`src/sesr_pkg.sv`:
```
package sesr_pkg;

    localparam int unsigned REG_W          = 16;
    localparam int unsigned COND_W         = 4;

    // Bit positions inside the layer event sets and the operation register
    localparam int unsigned GROUP_ONE_BIT  = 1;
    localparam int unsigned LEVEL_ONE_BIT  = 1;
    localparam int unsigned LEVEL_TWO_BIT  = 2;
    localparam int unsigned OPER_TRIG_BIT  = 5;
    localparam int unsigned OPER_ARM_BIT   = 6;

    // Implemented bits of each enable image
    localparam logic [15:0] MEAS_USED      = 16'h0BBF;
    localparam logic [15:0] QUES_USED      = 16'h4110;
    localparam logic [15:0] OPER_USED      = 16'h0463;
    localparam logic [15:0] TRIG_USED      = 16'h0002;
    localparam logic [15:0] ARM_USED       = 16'h0002;
    localparam logic [15:0] SEQ_USED       = 16'h0006;

    localparam logic [15:0] ENABLE_RESET   = 16'h0000;
    localparam logic [15:0] PTR_RESET      = 16'hFFFF;
    localparam logic [15:0] FALL_RESET     = 16'h0000;
    localparam logic [15:0] ZERO_WORD      = 16'h0000;

    typedef enum logic [3:0] {
        TGT_ENA_MEAS,
        TGT_ENA_QUES,
        TGT_ENA_OPER,
        TGT_ENA_TRIG,
        TGT_ENA_ARM,
        TGT_ENA_SEQ,
        TGT_EVT_TRIG,
        TGT_EVT_ARM,
        TGT_EVT_SEQ,
        TGT_PTR_TRIG,
        TGT_PTR_ARM,
        TGT_PTR_SEQ,
        TGT_FALL_TRIG,
        TGT_FALL_ARM,
        TGT_FALL_SEQ
    } sesr_target_type;

    typedef struct packed {
        logic            write;
        sesr_target_type target;
        logic [15:0]     data;
    } sesr_cmd_type;

    typedef struct packed {
        logic meas;
        logic ques;
        logic oper;
        logic trig;
        logic arm;
        logic seq;
    } sesr_summary_type;

endpackage : sesr_pkg

```
`src/sesr_status_core.sv`:
```
// Overview of operation
// - Trigger set B1 on layer entry/exit edge
// - Arm set B1 on arm layer edges
// - Sequence B1 follows arm layer one edges
// - Sequence B2 follows arm layer two edges
// - All other layer event bits stay zero
// - Enable zero masks event from summary
// - Enable one passes event to summary
// - Written decimal weight sum becomes enable image
// - Enable query returns present enable contents
// - Six separately programmable enable registers
// - Measurement enable bits match measurement weights
// - Questionable enable uses B4,B8,B14; B15 zero
// - Operation enable uses B0,B1,B5,B6,B10
// - Trigger enable uses only B1
// - Arm enable uses only B1
// - Sequence enable uses only B1, B2
// - Rising condition edge sets event if rising filter bit set
// - Operation B5, B6 fed by layer summaries
`timescale 1ns/100ps
module sesr_status_core
    import sesr_pkg::*;
(
    input  wire logic             i_core_clk,
    input  wire logic             i_rst,
    input  wire logic             i_cmd_valid,
    input  wire sesr_cmd_type     i_cmd,
    input  wire logic             i_trig_layer_active,
    input  wire logic             i_arm_layer_active,
    input  wire logic             i_arm_level_one,
    input  wire logic             i_arm_level_two,
    input  wire logic [REG_W-1:0] i_meas_events,
    input  wire logic [REG_W-1:0] i_ques_events,
    input  wire logic [REG_W-1:0] i_oper_events,
    output logic                  o_rsp_valid,
    output logic      [REG_W-1:0] o_rsp_data,
    output logic      [REG_W-1:0] o_trigger_layer_events,
    output logic      [REG_W-1:0] o_arm_layer_events,
    output logic      [REG_W-1:0] o_arm_sequence_layer_events,
    output sesr_summary_type      o_summary
);

    logic [COND_W-1:0] pin_async;
    logic [COND_W-1:0] pin_sync;
    logic [REG_W-1:0]  trig_cond;
    logic [REG_W-1:0]  arm_cond;
    logic [REG_W-1:0]  seq_cond;

    logic [REG_W-1:0]  measurement_event_mask_ff;
    logic [REG_W-1:0]  questionable_event_mask_ff;
    logic [REG_W-1:0]  operation_event_mask_ff;
    logic [REG_W-1:0]  trigger_layer_event_mask_ff;
    logic [REG_W-1:0]  arm_layer_event_mask_ff;
    logic [REG_W-1:0]  arm_sequence_event_mask_ff;

    logic [REG_W-1:0]  trig_rising_ff;
    logic [REG_W-1:0]  arm_rising_ff;
    logic [REG_W-1:0]  seq_rising_ff;
    logic [REG_W-1:0]  trig_falling_filter_ff;
    logic [REG_W-1:0]  arm_falling_filter_ff;
    logic [REG_W-1:0]  seq_falling_filter_ff;

    logic              rsp_valid_ff;
    logic [REG_W-1:0]  rsp_data_ff;
    sesr_summary_type  summary_ff;
    sesr_summary_type  nxt_summary;
    logic [REG_W-1:0]  nxt_rsp_data;
    logic [REG_W-1:0]  oper_effective;

    logic              cmd_wr;
    logic              cmd_rd;
    logic              clr_trig;
    logic              clr_arm;
    logic              clr_seq;

    assign cmd_wr = i_cmd_valid && i_cmd.write;
    assign cmd_rd = i_cmd_valid && !i_cmd.write;

    // Reading an event register empties it, as a status query does
    assign clr_trig = cmd_rd && (i_cmd.target == TGT_EVT_TRIG);
    assign clr_arm  = cmd_rd && (i_cmd.target == TGT_EVT_ARM);
    assign clr_seq  = cmd_rd && (i_cmd.target == TGT_EVT_SEQ);

    // Layer state arrives from the trigger sequencer pins
    assign pin_async = {i_arm_level_two, i_arm_level_one, i_arm_layer_active,
                        i_trig_layer_active};

    sesr_sync #(
        .WIDTH (COND_W)
    ) u_pin_sync (
        .i_core_clk (i_core_clk),
        .i_rst      (i_rst),
        .i_async    (pin_async),
        .o_sync     (pin_sync)
    );

    always_comb begin
        trig_cond           = ZERO_WORD;
        arm_cond            = ZERO_WORD;
        seq_cond            = ZERO_WORD;
        trig_cond[GROUP_ONE_BIT] = pin_sync[0];
        arm_cond[GROUP_ONE_BIT]  = pin_sync[1];
        seq_cond[LEVEL_ONE_BIT]  = pin_sync[2];
        seq_cond[LEVEL_TWO_BIT]  = pin_sync[3];
    end

    sesr_event_set #(
        .USED (TRIG_USED)
    ) u_trig_events (
        .i_core_clk (i_core_clk),
        .i_rst      (i_rst),
        .i_cond     (trig_cond),
        .i_ptr      (trig_rising_ff),
        .i_fall_en  (trig_falling_filter_ff),
        .i_clear    (clr_trig),
        .o_events   (o_trigger_layer_events)
    );

    sesr_event_set #(
        .USED (ARM_USED)
    ) u_arm_events (
        .i_core_clk (i_core_clk),
        .i_rst      (i_rst),
        .i_cond     (arm_cond),
        .i_ptr      (arm_rising_ff),
        .i_fall_en  (arm_falling_filter_ff),
        .i_clear    (clr_arm),
        .o_events   (o_arm_layer_events)
    );

    sesr_event_set #(
        .USED (SEQ_USED)
    ) u_seq_events (
        .i_core_clk (i_core_clk),
        .i_rst      (i_rst),
        .i_cond     (seq_cond),
        .i_ptr      (seq_rising_ff),
        .i_fall_en  (seq_falling_filter_ff),
        .i_clear    (clr_seq),
        .o_events   (o_arm_sequence_layer_events)
    );

    always_ff @(posedge i_core_clk or posedge i_rst) begin
        if (i_rst) begin
            measurement_event_mask_ff   <= ENABLE_RESET;
            questionable_event_mask_ff  <= ENABLE_RESET;
            operation_event_mask_ff     <= ENABLE_RESET;
            trigger_layer_event_mask_ff <= ENABLE_RESET;
            arm_layer_event_mask_ff     <= ENABLE_RESET;
            arm_sequence_event_mask_ff  <= ENABLE_RESET;
        end else if (cmd_wr) begin
            unique case (i_cmd.target)
                TGT_ENA_MEAS: measurement_event_mask_ff   <= i_cmd.data & MEAS_USED;
                TGT_ENA_QUES: questionable_event_mask_ff  <= i_cmd.data & QUES_USED;
                TGT_ENA_OPER: operation_event_mask_ff     <= i_cmd.data & OPER_USED;
                TGT_ENA_TRIG: trigger_layer_event_mask_ff <= i_cmd.data & TRIG_USED;
                TGT_ENA_ARM:  arm_layer_event_mask_ff     <= i_cmd.data & ARM_USED;
                TGT_ENA_SEQ:  arm_sequence_event_mask_ff  <= i_cmd.data & SEQ_USED;
                default: begin
                end
            endcase
        end
    end

    // Filters preset to catch rising edges only
    always_ff @(posedge i_core_clk or posedge i_rst) begin
        if (i_rst) begin
            // Reset image trimmed so a query never shows unused bits
            trig_rising_ff         <= PTR_RESET & TRIG_USED;
            arm_rising_ff          <= PTR_RESET & ARM_USED;
            seq_rising_ff          <= PTR_RESET & SEQ_USED;
            trig_falling_filter_ff <= FALL_RESET;
            arm_falling_filter_ff  <= FALL_RESET;
            seq_falling_filter_ff  <= FALL_RESET;
        end else if (cmd_wr) begin
            unique case (i_cmd.target)
                TGT_PTR_TRIG: trig_rising_ff         <= i_cmd.data & TRIG_USED;
                TGT_PTR_ARM:  arm_rising_ff          <= i_cmd.data & ARM_USED;
                TGT_PTR_SEQ:  seq_rising_ff          <= i_cmd.data & SEQ_USED;
                TGT_FALL_TRIG: trig_falling_filter_ff <= i_cmd.data & TRIG_USED;
                TGT_FALL_ARM:  arm_falling_filter_ff  <= i_cmd.data & ARM_USED;
                TGT_FALL_SEQ:  seq_falling_filter_ff  <= i_cmd.data & SEQ_USED;
                default: begin
                end
            endcase
        end
    end

    always_comb begin
        nxt_rsp_data = ZERO_WORD;
        unique case (i_cmd.target)
            TGT_ENA_MEAS: nxt_rsp_data = measurement_event_mask_ff;
            TGT_ENA_QUES: nxt_rsp_data = questionable_event_mask_ff;
            TGT_ENA_OPER: nxt_rsp_data = operation_event_mask_ff;
            TGT_ENA_TRIG: nxt_rsp_data = trigger_layer_event_mask_ff;
            TGT_ENA_ARM:  nxt_rsp_data = arm_layer_event_mask_ff;
            TGT_ENA_SEQ:  nxt_rsp_data = arm_sequence_event_mask_ff;
            TGT_EVT_TRIG: nxt_rsp_data = o_trigger_layer_events;
            TGT_EVT_ARM:  nxt_rsp_data = o_arm_layer_events;
            TGT_EVT_SEQ:  nxt_rsp_data = o_arm_sequence_layer_events;
            TGT_PTR_TRIG: nxt_rsp_data = trig_rising_ff;
            TGT_PTR_ARM:  nxt_rsp_data = arm_rising_ff;
            TGT_PTR_SEQ:  nxt_rsp_data = seq_rising_ff;
            TGT_FALL_TRIG: nxt_rsp_data = trig_falling_filter_ff;
            TGT_FALL_ARM:  nxt_rsp_data = arm_falling_filter_ff;
            TGT_FALL_SEQ:  nxt_rsp_data = seq_falling_filter_ff;
            default:      nxt_rsp_data = ZERO_WORD;
        endcase
    end

    always_ff @(posedge i_core_clk or posedge i_rst) begin
        if (i_rst) begin
            rsp_valid_ff <= 1'b0;
            rsp_data_ff  <= ZERO_WORD;
        end else begin
            rsp_valid_ff <= cmd_rd;
            if (cmd_rd) begin
                rsp_data_ff <= nxt_rsp_data;
            end
        end
    end

    always_comb begin
        nxt_summary.trig = |(o_trigger_layer_events & trigger_layer_event_mask_ff);
        nxt_summary.arm  = |(o_arm_layer_events & arm_layer_event_mask_ff);
        nxt_summary.seq  = |(o_arm_sequence_layer_events & arm_sequence_event_mask_ff);
        oper_effective                = i_oper_events;
        oper_effective[OPER_TRIG_BIT] = i_oper_events[OPER_TRIG_BIT] | nxt_summary.trig;
        oper_effective[OPER_ARM_BIT]  = i_oper_events[OPER_ARM_BIT] | nxt_summary.arm;
        nxt_summary.oper = |(oper_effective & operation_event_mask_ff);
        nxt_summary.meas = |(i_meas_events & measurement_event_mask_ff);
        nxt_summary.ques = |(i_ques_events & questionable_event_mask_ff);
    end

    // One cycle of latency keeps every output on a flip-flop
    always_ff @(posedge i_core_clk or posedge i_rst) begin
        if (i_rst) begin
            summary_ff <= '0;
        end else begin
            summary_ff <= nxt_summary;
        end
    end

    assign o_rsp_valid = rsp_valid_ff;
    assign o_rsp_data  = rsp_data_ff;
    assign o_summary   = summary_ff;

    a_mask_blocks: assert property (
        @(posedge i_core_clk) disable iff (i_rst)
        !trigger_layer_event_mask_ff[GROUP_ONE_BIT] |=> !o_summary.trig)
        else $error("Masked trigger event reached summary");

    a_mask_passes: assert property (
        @(posedge i_core_clk) disable iff (i_rst)
        trigger_layer_event_mask_ff[GROUP_ONE_BIT] && o_trigger_layer_events[GROUP_ONE_BIT]
        |=> o_summary.trig)
        else $error("Enabled trigger event missing from summary");

    a_enable_load: assert property (
        @(posedge i_core_clk) disable iff (i_rst)
        cmd_wr && (i_cmd.target == TGT_ENA_MEAS)
        |=> measurement_event_mask_ff == ($past(i_cmd.data) & MEAS_USED))
        else $error("Measurement enable image not loaded");

    a_query_returns: assert property (
        @(posedge i_core_clk) disable iff (i_rst)
        cmd_rd && (i_cmd.target == TGT_ENA_OPER)
        |=> o_rsp_valid && (o_rsp_data == $past(operation_event_mask_ff)))
        else $error("Operation enable query returned wrong value");

    a_rise_sets: assert property (
        @(posedge i_core_clk) disable iff (i_rst)
        $rose(trig_cond[GROUP_ONE_BIT]) && trig_rising_ff[GROUP_ONE_BIT]
        |=> o_trigger_layer_events[GROUP_ONE_BIT])
        else $error("Rising trigger layer edge not captured");

    a_arm_rise: assert property (
        @(posedge i_core_clk) disable iff (i_rst)
        $rose(arm_cond[GROUP_ONE_BIT]) && arm_rising_ff[GROUP_ONE_BIT]
        |=> o_arm_layer_events[GROUP_ONE_BIT])
        else $error("Rising arm layer edge not captured");

    a_level_one_rise: assert property (
        @(posedge i_core_clk) disable iff (i_rst)
        $rose(seq_cond[LEVEL_ONE_BIT]) && seq_rising_ff[LEVEL_ONE_BIT]
        |=> o_arm_sequence_layer_events[LEVEL_ONE_BIT])
        else $error("Rising arm level one edge not captured");

    a_answer_pulse: assert property (
        @(posedge i_core_clk) disable iff (i_rst)
        o_rsp_valid == $past(cmd_rd))
        else $error("Query answer strobe misplaced");

    a_meas_passes: assert property (
        @(posedge i_core_clk) disable iff (i_rst)
        |(i_meas_events & measurement_event_mask_ff) |=> o_summary.meas)
        else $error("Enabled measurement event missing from summary");

    a_fall_sets: assert property (
        @(posedge i_core_clk) disable iff (i_rst)
        $fell(seq_cond[LEVEL_TWO_BIT]) && seq_falling_filter_ff[LEVEL_TWO_BIT]
        |=> o_arm_sequence_layer_events[LEVEL_TWO_BIT])
        else $error("Falling arm level two edge not captured");

    a_event_sticky: assert property (
        @(posedge i_core_clk) disable iff (i_rst)
        o_arm_layer_events[GROUP_ONE_BIT] && !clr_arm |=> o_arm_layer_events[GROUP_ONE_BIT])
        else $error("Arm event dropped without a clear");

    a_unused_zero: assert property (
        @(posedge i_core_clk) disable iff (i_rst)
        ((o_arm_sequence_layer_events & ~SEQ_USED) == ZERO_WORD)
        && ((o_trigger_layer_events & ~TRIG_USED) == ZERO_WORD))
        else $error("Unused layer event bit set");

    a_ques_top_zero: assert property (
        @(posedge i_core_clk) disable iff (i_rst)
        cmd_wr && (i_cmd.target == TGT_ENA_QUES) |=> !questionable_event_mask_ff[REG_W-1])
        else $error("Questionable enable B15 not zero");

    a_oper_feed: assert property (
        @(posedge i_core_clk) disable iff (i_rst)
        operation_event_mask_ff[OPER_TRIG_BIT] && trigger_layer_event_mask_ff[GROUP_ONE_BIT]
        && o_trigger_layer_events[GROUP_ONE_BIT] |=> o_summary.oper)
        else $error("Trigger summary did not reach operation summary");

endmodule : sesr_status_core

```
`src/sesr_sync.sv`:
```
`timescale 1ns/100ps
module sesr_sync
    import sesr_pkg::*;
#(
    parameter int unsigned WIDTH = COND_W
) (
    input  wire logic             i_core_clk,
    input  wire logic             i_rst,
    input  wire logic [WIDTH-1:0] i_async,
    output logic      [WIDTH-1:0] o_sync
);

    logic [WIDTH-1:0] meta_ff;
    logic [WIDTH-1:0] sync_ff;

    // First stage feeds only the second stage
    always_ff @(posedge i_core_clk or posedge i_rst) begin
        if (i_rst) begin
            meta_ff <= '0;
            sync_ff <= '0;
        end else begin
            meta_ff <= i_async;
            sync_ff <= meta_ff;
        end
    end

    assign o_sync = sync_ff;

endmodule : sesr_sync

```
`src/sesr_event_set.sv`:
```
`timescale 1ns/100ps
module sesr_event_set
    import sesr_pkg::*;
#(
    parameter logic [15:0] USED = TRIG_USED
) (
    input  wire logic        i_core_clk,
    input  wire logic        i_rst,
    input  wire logic [15:0] i_cond,
    input  wire logic [15:0] i_ptr,
    input  wire logic [15:0] i_fall_en,
    input  wire logic        i_clear,
    output logic      [15:0] o_events
);

    logic [15:0] prev_ff;
    logic [15:0] events_ff;
    logic [15:0] nxt_set;

    always_comb begin
        nxt_set = ((i_cond & ~prev_ff & i_ptr) | (~i_cond & prev_ff & i_fall_en)) & USED;
    end

    always_ff @(posedge i_core_clk or posedge i_rst) begin
        if (i_rst) begin
            prev_ff <= ZERO_WORD;
        end else begin
            prev_ff <= i_cond;
        end
    end

    // Set wins over a clear in the same cycle so no edge is lost
    always_ff @(posedge i_core_clk or posedge i_rst) begin
        if (i_rst) begin
            events_ff <= ZERO_WORD;
        end else if (i_clear) begin
            events_ff <= nxt_set;
        end else begin
            events_ff <= events_ff | nxt_set;
        end
    end

    assign o_events = events_ff;

endmodule : sesr_event_set

```
`config.mk`:
```
export PLATFORM = sky130hd
export DESIGN_NAME = sesr_status_core
export DESIGN_NICKNAME = d
export VERILOG_FILES = /design/src/sesr_pkg.sv /design/src/sesr_status_core.sv /design/src/sesr_sync.sv /design/src/sesr_event_set.sv
export SDC_FILE = /design/constraint.sdc
export NUM_CORES = 1
export LEC_CHECK = 0
export BUFFER_PORTS_ARGS = -buffer_cell sky130_fd_sc_hd__clkbuf_2
export CORE_MARGIN = 3
export CORE_UTILIZATION = 44
export CTS_CLUSTER_DIAMETER = 50
export DETAILED_ROUTE_END_ITERATION = 7
export HOLD_SLACK_MARGIN = 0.1
export PLACE_DENSITY = 0.81
export SETUP_SLACK_MARGIN = 0.5
export SYNTH_ARGS = -nofsm -noshare
export SYNTH_HDL_FRONTEND = slang
export SYNTH_HIERARCHICAL = 1
export SYNTH_SLANG_ARGS = --single-unit
```
`constraint.sdc`:
```
create_clock -name i_core_clk -period 1.6 [get_ports i_core_clk]
set_input_delay 0.24 -clock i_core_clk [delete_from_list [all_inputs] [get_ports i_core_clk]]
set_output_delay 0.24 -clock i_core_clk [all_outputs]
set_load 0.01 [all_outputs]
```
* Word level (Yosys, flattened, before mapping) *
Cells that the tools add are included.

operators by class
  equal/unequal tests = 14
  bitwise logic cells = 32
  reductions and logical operators = 25
  muxes and demuxes = 4

operators by type and width
  cell                                                                    number
  16-bit case mux with 15 select lines                                    1
  16-bit OR reduction                                                     6
  16-bit 2-to-1 mux                                                       3
  16-bit by 2-bit bitwise AND with 16-bit output                          2
  16-bit by 2-bit OR with 16-bit output                                   2
  4-bit equality test (second input constant)                             7
  2-bit AND reduction                                                     12
  16-bit by 11-bit bitwise AND with 16-bit output                         1
  16-bit by 12-bit bitwise AND with 16-bit output                         1
  16-bit by 15-bit bitwise AND with 16-bit output                         1
  16-bit by 3-bit bitwise AND with 16-bit output                          1
  2-bit bitwise AND                                                       8
  4-bit by 3-bit equality test with 1-bit output (second input constant)  4
  16-bit by 3-bit OR with 16-bit output                                   1
  3-bit bitwise AND                                                       4
  4-bit by 2-bit equality test with 1-bit output (second input constant)  2
  2-bit inverter                                                          4
  3-bit inverter                                                          2
  1-bit logical AND                                                       5
  4-bit by 1-bit equality test with 1-bit output (second input constant)  1
  4-bit logical NOT                                                       1
  2-bit OR                                                                2
  3-bit OR                                                                1
  1-bit OR                                                                2
  1-bit logical NOT                                                       1

word-level totals
  word-level logic and storage cells = 103
  flip-flop bits (word level) = 113
  input port bits = 76

* Longest topological paths before layout *
Gate-level depths: netlist of the first run.

  depth in word-level cells = 6
  gate-level depth with buffers = 6
  gate-level depth less buffers = 5

* Cells and area by module *
The synthesis of the first run kept the hierarchy.

modules (own cells, without submodules)
  module                              seq. area each (µm²)  area an instance (µm²)  cells an instance  times used
  sesr_status_core                    1331.3                2740.1                  250                1
  sesr_event_set at u_arm_events ...  50.0                  200.2                   23                 2
  sesr_event_set at u_seq_events      100.1                 272.8                   28                 1
  sesr_sync                           200.2                 203.9                   9                  1

* Least setup slack after synthesis of the first run *
No wires, ideal clock.

  path kind = in2reg
  start = input i_cmd[17] in the netlist's numbering
  end = register rsp_data_ff[0], in the netlist o_rsp_data[0]
  setup slack = 0.268 ns
  library setup time = 0.135 ns
  path buffers = 1
  stages on the path = 5
  arrival = 1.198 ns
  path through = buf_2 mux2_1 a22o_1 a221oi_1 o21ai_1

on the way
  cells in the longest elaborated chain, start to end = 2
  elaborated cells between the ends (all ways) = 16

ends and longest elaborated chain
  what                                         line                     source
  from (decl)                                  sesr_status_core.sv:27   input wire sesr_cmd_type i_cmd,
  4-bit equality test (tied with other cells)  sesr_status_core.sv:191  unique case (i_cmd.target)
  16-bit case mux with 15 select lines (*)     sesr_status_core.sv:191
  to (signal assigned)                         sesr_status_core.sv:218  rsp_data_ff <= nxt_rsp_data;
  to (decl)                                    sesr_status_core.sv:64   logic [REG_W-1:0] rsp_data_ff;

Mark *: on every way between the ends. The rest lies on a longest branch, timed or not.
A chain may end at the register's enable or synchronous reset.

* Final worst setup path of the first run *
  start = register trig_rising_ff[1]
  end = register rsp_data_ff[1], in the netlist o_rsp_data[1]

on the way
  cells in the longest elaborated chain, start to end = 1

ends and longest elaborated chain
  what                                  line                     source
  from (decl)                           sesr_status_core.sv:56   logic [REG_W-1:0] trig_rising_ff;
  from (signal assigned)                sesr_status_core.sv:169  trig_rising_ff <= PTR_RESET & TRIG_USED;
  from (signal assigned)                sesr_status_core.sv:177  TGT_PTR_TRIG: trig_rising_ff <= i_cmd.data & TRIG_USED;
  16-bit case mux with 15 select lines  sesr_status_core.sv:191

No other way between the ends.

==> qor.csv, run 1 <==
stage,metric,value,unit
status,run status,"finished, final reports clean",
worst_setup_path,Worst Setup End Kind,flip-flop,
routing,drt pass-1 iters,5,
sta,RSZ-0062 raised after global routing,true,
placed_design,Placed Area,4210,um2
sta,"Slew Viols, Final",0,
worst_setup_path,WP data required,1.86,ns
routing,via count,2939,
worst_setup_path,CP bufs+invs,0,
sta,Slew @ Worst Pin,0.516,ns
sta,Worst slew margin,65.4,%
global_route,initial antenna violation count,0,
power_and_ir_drop,Net Sw Power,1.47,mW
global_route,first-pass GRT wire length,15700,um
routing,Detailed Route WL,9850,um
power_and_ir_drop,VDD IR-drop max,0.409,mV
worst_hold_path,hold path startpoint,i_ques_events[8],
die,# rows,32,
routing,post-route antenna net violation count,0,
worst_setup_path,Worst Setup SP,trig_rising_ff[1],
worst_setup_path,Crit path arrival time,1.50,ns
die,io pins,147,
global_route,largest net degree at the start of global routing,35,
cells_and_area,most frequent cells in the layout,"dfrtp_1, clkbuf_2, buf_4",
clock_network,"Clk pin slew, worst setup/hold paths",0.08,ns
sta,final worst slack,0.365,ns
worst_hold_path,type of the worst min-delay path,in -> reg,
placed_design,Placed Instances,507,
global_route,number of global-route vias before repair,3068,
placed_design,pre-CTS setup slack,-0.0562,ns
die,core area,7850,um2
flow_run,MaxCap Viol Count,0,
sta,Finish-stage setup viols,0,
power_and_ir_drop,total power,4.86,mW
power_and_ir_drop,Switching Share,30.2,%
synthesis,Mapped Area,3610,um2
cells_and_area,post-layout util,61.4,%
power_and_ir_drop,PwrDens,1010,nW/um2
clock_network,"Clk Latency, worst-skew pair",0.35,ns
placed_design,number of port buffers,69,
worst_setup_path,crit path launch type,flip-flop,
power_and_ir_drop,Sequential Power Share,45.0,%
routing,DRT iter0 DRCs,210,
routing,Via density,5.24,
die,area of the die,9340,um2
cells_and_area,final net count,530,
power_and_ir_drop,Clock Power Share,30.1,%
die,die span in y,96.6,um
sta,crit path time final,1.23,ns
routing,Routed wire per std cell,17.6,um
worst_setup_path,R2R Path Start,trig_rising_ff[1],
global_route,gr usage total,20.8,%
global_route,global route overflow,0,
worst_setup_path,"Largest stage delay, worst path",0.56,ns
routing,Post-route DRC,0,
clock_network,Bufs on Longest Clock Path,2,
cells_and_area,Final Instance Area,4820,um2
cells_and_area,Final Non-Filler Cells,561,
worst_setup_path,crit-path max FO,2,
worst_setup_path,CP Cell Sequence,"mux2i_2, o221ai_1, o311ai_1, a32oi_1",
clock_network,CTS root buf,clkbuf_8,
cells_and_area,layout cell share with drive strength beyond 1,44.0,%
sta,Final Hold Violating Endpoints,0,
power_and_ir_drop,cell internal pwr,3.39,mW
worst_setup_path,CP Class,reg -> reg,
clock_network,CTS Buf Count,9,
clock_network,CTS tree,done,
placed_design,RePlAce Congestion,0.880,
synthesis,Synth Warn #,6,
synthesis,Mapped Cells,332,
cells_and_area,Area Growth Syn to Fin,33.3,%
sta,skew final,0.0104,ns
cells_and_area,diodes inserted,0,
die,Starting Density,46.0,%
power_and_ir_drop,Gate power share,24.9,%
worst_setup_path,slowest CP cell,dfstp_2,
synthesis,Mean Syn Cell Area,10.9,um2
placed_design,HPWL after DPL,7240,um
worst_setup_path,R2R Setup Slk,0.37,ns
sta,period utilization,77.2,%
sta,fmax,0.810,GHz
power_and_ir_drop,leakage power,2.36,nW
cells_and_area,"most common cell after layout, fill and taps aside",dfrtp_1,
clock_network,CTS sink cnt,69,
worst_setup_path,"CP delay by family, top",flip-flops,
clock_network,CTS H-Tree Depth,3,
die,Die Wd,96.6,um
-- what timing repair did --
action | 4_1_cts | 5_1_grt
hold endpoints to repair | 36 | 0
hold buffers | 6 | 0
setup endpoints to repair | 60 | 58
pin swaps | 14 | 22
setup buffers | 18 | 13
cloned | 0 | 1
gates resized for setup | 18 | 10
-- path summary, 6_finish.rpt --
kind                                                end  cells past startpoint
hold / removal                             o_summary[4]                      3
setup reg to reg                          o_rsp_data[1]                      4
setup / recovery                          o_rsp_data[1]                      4
hold reg to reg                    u_pin_sync/o_sync[1]                      0
min in group asynchronous     u_trig_events/o_events[1]                      3
max in group asynchronous  measurement_event_mask_ff[5]                      4
-- flip-flops by register name, summed over array words and instances, names as in the netlist, 2 cells and up --
| register | flops |
|---|---|
| seq_falling_filter_ff | 2 |
| o_rsp_data | 16 |
| u_pin_sync/o_sync | 4 |
| o_summary | 6 |
| arm_sequence_event_mask_ff | 2 |
| seq_rising_ff | 2 |
| measurement_event_mask_ff | 10 |
| operation_event_mask_ff | 5 |
| u_seq_events/o_events | 2 |
| u_seq_events/prev_ff | 2 |
| u_pin_sync/meta_ff | 4 |
| questionable_event_mask_ff | 3 |
-- worst min-delay path, stage by stage --
cell and delay, ns:
clkbuf_2 0.08, a222oi_1 0.07, inv_1 0.05
-- per-layer routing --
metal / global-route usage, % / vias up / part of all wire [%]
li1: - / 1372 / -
met1: 24.0 / 1441 / 40
met5: 0 / - / 0
met3: 6.78 / 18 / 6.6
met4: 5.51 / 0 / 1.5
met2: 36.9 / 108 / 52
-- power by group through the flow --
| stage | combinational [mW] | clock [mW] | sequential [mW] |
|---|---|---|---|
| finish | 1.21 | 1.46 | 2.19 |
| floorplan | 0.668 | 0 | 2.23 |
| CTS | 1.12 | 1.49 | 2.19 |
| detailed placement | 0.913 | 0 | 2.26 |
| global placement | 0.885 | 0 | 2.24 |
| global route | 1.30 | 1.58 | 2.22 |
-- area by class of cell --
class	instances	area (um2)
Fill cell	637	3030
Multi-Input combinational cell	237	1870
Sequential cell	69	1730
Timing Repair Buffer	127	842
Tap cell	102	128
Clock buffer	9	124
Clock inverter	7	80.1
Inverter	9	37.5
Timing Repair inverter	1	5.00
-- stage by stage --
| stage | TNS, ns | hold slack (ns) |
|---|---|---|
| after floorplan | 0 | -0.0188 |
| after global placement | -0.00347 | 0.154 |
| after detailed placement | -0.0562 | 0.158 |
| after CTS | 0 | 0.117 |
| after global routing | 0 | 0.108 |
| final | 0 | 0.121 |
Power figures use the tool's default switching activity.
==> run 2, diff against run 1 <==
==> constraint.sdc (replaced) <==
create_clock -name i_core_clk -period 1.07 [get_ports i_core_clk]
set_input_delay 0.1605 -clock i_core_clk [delete_from_list [all_inputs] [get_ports i_core_clk]]
set_output_delay 0.1605 -clock i_core_clk [all_outputs]
set_load 0.01 [all_outputs]
==> run 2 against run 1 <==
The run now ends with setup timing left. Critical endpoint is now o_rsp_data[2]. Highest routed layer unchanged. Die area is the same. Hold slack lost 0.095 ns. Worst setup slack lost 0.67 ns. Maximum frequency shrank 10%. Final area grew 21%.
==> qor.csv, run 2 (synthesized netlist as in run 1, its figures left out) <==
stage,metric,value,unit
die,Starting Density,46.0,%
power_and_ir_drop,total power,8.38,mW
die,Die Wd,96.6,um
cells_and_area,most frequent cells in the layout,"dfrtp_1, buf_4, buf_6",
worst_setup_path,CP Class,reg -> reg,
power_and_ir_drop,PwrDens,1440,nW/um2
placed_design,HPWL after DPL,7820,um
cells_and_area,final net count,584,
sta,crit path time final,1.37,ns
placed_design,number of port buffers,69,
clock_network,CTS tree,done,
routing,DRT iter0 DRCs,400,
flow_run,MaxCap Viol Count,0,
global_route,number of global-route vias before repair,3541,
clock_network,CTS Buf Count,9,
global_route,initial antenna violation count,0,
worst_hold_path,type of the worst min-delay path,in -> reg,
clock_network,CTS sink cnt,69,
placed_design,pre-CTS setup slack,-0.455,ns
clock_network,"Clk pin slew, worst setup/hold paths",0.08,ns
worst_setup_path,Crit path arrival time,1.63,ns
clock_network,CTS root buf,clkbuf_8,
routing,Post-route DRC,0,
status,run status,"finished, violations left",
routing,Detailed Route WL,13300,um
die,# rows,32,
power_and_ir_drop,Sequential Power Share,39.7,%
placed_design,RePlAce Congestion,0.914,
sta,Finish-stage setup viols,19,
clock_network,Bufs on Longest Clock Path,2,
worst_setup_path,"CP delay by family, top",compound AO/OA/AOI/OAI gates,
power_and_ir_drop,Switching Share,30.0,%
sta,RSZ-0062 raised after global routing,true,
clock_network,CTS H-Tree Depth,3,
cells_and_area,diodes inserted,0,
worst_setup_path,"Largest stage delay, worst path",0.46,ns
routing,post-route antenna net violation count,0,
worst_setup_path,CP Cell Sequence,"or4b_4, a21oi_2, a221oi_2, o221ai_1",
die,area of the die,9340,um2
sta,period utilization,128,%
die,die span in y,96.6,um
sta,Final Hold Violating Endpoints,0,
sta,"Slew Viols, Final",0,
worst_setup_path,crit path launch type,flip-flop,
worst_setup_path,slowest CP cell,or4b_4,
cells_and_area,"most common cell after layout, fill and taps aside",dfrtp_1,
cells_and_area,layout cell share with drive strength beyond 1,55.4,%
global_route,gr usage total,25.8,%
power_and_ir_drop,VDD IR-drop max,1.01,mV
worst_setup_path,Worst Setup End Kind,flip-flop,
die,core area,7850,um2
power_and_ir_drop,leakage power,2.88,nW
routing,via count,3505,
power_and_ir_drop,Clock Power Share,28.8,%
cells_and_area,Area Growth Syn to Fin,61.4,%
cells_and_area,# fillers,462,
power_and_ir_drop,Gate power share,31.5,%
die,io pins,147,
worst_setup_path,WP data required,1.33,ns
worst_setup_path,CP bufs+invs,0,
sta,final worst slack,-0.301,ns
clock_network,"Clk Latency, worst-skew pair",0.36,ns
power_and_ir_drop,cell internal pwr,5.87,mW
routing,Via density,5.70,
worst_setup_path,crit-path max FO,2,
global_route,largest net degree at the start of global routing,54,
global_route,first-pass GRT wire length,19300,um
placed_design,Placed Instances,547,
routing,Routed wire per std cell,21.6,um
sta,skew final,0.0122,ns
power_and_ir_drop,Net Sw Power,2.51,mW
cells_and_area,Final Non-Filler Cells,615,
sta,Final TNS setup,-1.85,ns
sta,fmax,0.729,GHz
cells_and_area,max FFs per register,16,
global_route,global route overflow,0,
routing,drt pass-1 iters,8,
status,failing checks,setup timing,
[run 2: layout make-up]
type | count | area [um2] | area share, %
Timing Repair Buffer | 181 | 1640 | 28.1
Sequential cell | 69 | 1730 | 29.7
Clock inverter | 7 | 98.8 | 1.69
Inverter | 9 | 37.5 | 0.644
Tap cell | 102 | 128 | 2.19
Clock buffer | 9 | 124 | 2.12
Multi-Input combinational cell | 238 | 2070 | 35.6
[run 2: through the flow]
step           util (%)  hold WS (ns)  area, um2
3_3_place_gp       57.8        0.0860       4530
6_report           74.3        0.0265       5830
5_1_grt            74.3        0.0398       5830
2_1_floorplan         -       -0.0983       4050
3_5_place_dp       57.8         0.102       4530
4_1_cts            70.3        0.0137       5510
[run 2: tightest hold or removal path: cells and delay by family]
family | cells | cell delay [ns]
AOI/OAI and AO/OA | 1 | 0.05
buffers and inverters | 2 | 0.13
[run 2: repair_timing]
action / in CTS / in global routing
hold buffers: 5 / 1
hold endpoints to repair: 87 / 83
resized for setup: 98 / 57
setup endpoints to repair: 84 / 144
gates cloned: 4 / 1
buffers inserted: 27 / 15
pin swaps: 31 / 15
[run 2: final timing paths]
| path | startpoint | end | slack [ns] | depth (start not counted) |
|---|---|---|---|---|
| min in group asynchronous | i_rst | u_arm_events/prev_ff[1] | 0.34 | 3 |
| max in group asynchronous | i_rst | trig_rising_ff[1] | 0.25 | 4 |
| hold / removal | i_ques_events[14] | o_summary[4] | 0.03 | 3 |
| setup / recovery | measurement_event_mask_ff[2] | o_rsp_data[2] | -0.30 | 4 |
| setup reg to reg | measurement_event_mask_ff[2] | o_rsp_data[2] | -0.30 | 4 |
| hold reg to reg | u_pin_sync/meta_ff[0] | u_pin_sync/o_sync[0] | 0.36 | 0 |
[run 2: power by group through the flow]
stage	registers (mW)	logic (mW)	clock network, mW
5_1_grt	3.36	2.79	2.54
3_3_place_gp	3.31	1.66	0
6_report	3.33	2.64	2.41
4_1_cts	3.29	2.26	2.42
2_1_floorplan	3.33	1.00	0
3_5_place_dp	3.33	1.71	0
[run 2: per-layer routing]
| layer | global-route usage (%) | vias to the layer above | wire length (um) |
|---|---|---|---|
| met5 | 0 | - | 0 |
| met4 | 10.9 | 0 | 620 |
| met3 | 5.98 | 73 | 1030 |
| met2 | 42.9 | 242 | 6520 |
| met1 | 32.3 | 1707 | 5120 |
| li1 | - | 1483 | - |
==> run 3, diff against run 2 <==
--- a/config.mk
+++ b/config.mk
@@ -6,6 +6,7 @@
 export NUM_CORES = 1
 export LEC_CHECK = 0
 export BUFFER_PORTS_ARGS = -buffer_cell sky130_fd_sc_hd__clkbuf_2
+export CORE_ASPECT_RATIO = 1.4
 export CORE_MARGIN = 3
 export CORE_UTILIZATION = 44
 export CTS_CLUSTER_DIAMETER = 50
==> run 3 against run 2 <==
The flow still finishes with violations (setup timing). Final cell count is 1.3% lower. Maximum frequency rose by 1.0%. First-iteration DRC count fell by 22%. Clock skew fell by 0.0019 ns. Sequential power barely moved. Non-clock buffer count is 6 lower. Flip-flop and latch count stayed put. Die area up 0.17%. Sequential share of layout area down 0.31 points. Via count up 0.80%. Largest power group unchanged.
==> qor.csv, run 3 (synthesized netlist as in run 1, its figures left out) <==
stage,metric,value,unit
worst_setup_path,CP Class,reg -> reg,
cells_and_area,most frequent cells in the layout,"dfrtp_1, buf_4, conb_1",
power_and_ir_drop,Sequential Power Share,39.9,%
cells_and_area,max FFs per register,16,
routing,Routed wire per std cell,22.8,um
placed_design,Placed Area,4510,um2
clock_network,CTS sink cnt,69,
routing,post-route antenna net violation count,0,
sta,final worst slack,-0.287,ns
worst_setup_path,crit-path max FO,2,
sta,fmax,0.737,GHz
die,io pins,147,
placed_design,HPWL after DPL,7740,um
clock_network,"Clk Latency, worst-skew pair",0.36,ns
die,Die Wd,82.6,um
status,failing checks,setup timing,
sta,crit path time final,1.36,ns
cells_and_area,Final Non-Filler Cells,607,
die,die span in y,113,um
placed_design,pre-CTS setup slack,-0.372,ns
clock_network,CTS tree,done,
flow_run,MaxCap Viol Count,0,
sta,Finish-stage setup viols,33,
power_and_ir_drop,leakage power,2.88,nW
power_and_ir_drop,Net Sw Power,2.45,mW
worst_setup_path,crit path launch type,flip-flop,
routing,Via density,5.82,
cells_and_area,final net count,578,
power_and_ir_drop,Switching Share,29.4,%
cells_and_area,diodes inserted,0,
clock_network,Bufs on Longest Clock Path,2,
routing,drt pass-1 iters,8,
power_and_ir_drop,cell internal pwr,5.88,mW
cells_and_area,"most common cell after layout, fill and taps aside",dfrtp_1,
routing,Post-route DRC,0,
global_route,largest net degree at the start of global routing,54,
sta,Final Hold Violating Endpoints,0,
global_route,global route overflow,0,
clock_network,CTS Buf Count,9,
sta,"Slew Viols, Final",0,
worst_setup_path,Crit path arrival time,1.62,ns
sta,RSZ-0062 raised after global routing,true,
global_route,first-pass GRT wire length,18900,um
status,run status,"finished, violations left",
global_route,initial antenna violation count,0,
placed_design,Placed Instances,540,
power_and_ir_drop,Gate power share,31.3,%
worst_setup_path,WP data required,1.34,ns
worst_hold_path,type of the worst min-delay path,in -> reg,
cells_and_area,layout cell share with drive strength beyond 1,55.2,%
sta,Final TNS setup,-2.25,ns
routing,Detailed Route WL,13800,um
sta,period utilization,127,%
die,# rows,38,
global_route,gr usage total,27.2,%
clock_network,"Clk pin slew, worst setup/hold paths",0.08,ns
power_and_ir_drop,total power,8.33,mW
clock_network,CTS root buf,clkbuf_8,
sta,skew final,0.0103,ns
cells_and_area,Final Instance Area,5890,um2
routing,via count,3533,
die,area of the die,9350,um2
power_and_ir_drop,Clock Power Share,28.7,%
global_route,number of global-route vias before repair,3646,
die,core area,7890,um2
die,Starting Density,45.8,%
power_and_ir_drop,VDD IR-drop max,1.10,mV
placed_design,RePlAce Congestion,0.928,
routing,DRT iter0 DRCs,314,
cells_and_area,Area Growth Syn to Fin,63.1,%
power_and_ir_drop,PwrDens,1410,nW/um2
clock_network,CTS H-Tree Depth,3,
worst_setup_path,Worst Setup End Kind,flip-flop,
placed_design,number of port buffers,69,
==> run 3: power by group through the flow <==
stage / clock network, mW / registers [mW] / logic, mW
4_1_cts: 2.42 / 3.30 / 2.21
3_5_place_dp: 0 / 3.33 / 1.67
5_1_grt: 2.53 / 3.36 / 2.76
6_report: 2.39 / 3.33 / 2.61
2_1_floorplan: 0 / 3.33 / 1.00
3_3_place_gp: 0 / 3.33 / 1.61
==> run 3: worst paths after layout <==
kind	start	to	slack (ns)	cells after the start
min in group asynchronous	i_rst	u_trig_events/prev_ff[1]	0.31	3
hold reg to reg	u_pin_sync/meta_ff[0]	u_pin_sync/o_sync[0]	0.36	0
hold / removal	i_oper_events[5]	o_summary[3]	0.03	3
setup / recovery	measurement_event_mask_ff[2]	o_rsp_data[2]	-0.29	4
setup reg to reg	measurement_event_mask_ff[2]	o_rsp_data[2]	-0.29	4
max in group asynchronous	i_rst	o_summary[0]	0.22	4
==> run 3: timing repair <==
item,CTS,global route
buffers inserted,22,15
hold endpoints to repair,85,81
hold buffers,5,1
endpoints found under the setup margin,83,149
resized for setup,102,53
cloned,7,2
pin swaps,30,16
==> run 3: critical path, cell delays in order (launching register included) <==
cell and delay (ns):
dfrtp_1 0.37, or4b_4 0.50, a21oi_4 0.17, a221oi_2 0.06
o221ai_1 0.19
==> run 3: stage by stage <==
step	utilization, %	hold slack, ns
after floorplan	-	-0.0983
after global placement	57.1	0.0843
after detailed placement	57.1	0.0823
after CTS	70.5	0.0244
after global routing	74.7	0.0256
final	74.7	0.0269
==> run 3: area by class of cell <==
class	instances	area, um2
Fill cell	444	2000
Tap cell	100	125
Multi-Input combinational cell	238	2110
Inverter	9	37.5
Clock inverter	6	86.3
Sequential cell	69	1730
Clock buffer	10	138
Timing Repair Buffer	175	1670
==> run 3: routing by layer <==
layer,track usage (%),wire length [um],part of all wire [%],up-vias
met3,5.57,1010,7.3,101
li1,-,-,-,1474
met5,0,0,0,-
met4,18.8,1170,8.5,0
met1,28.5,4530,33,1712
met2,47.1,7130,51,246
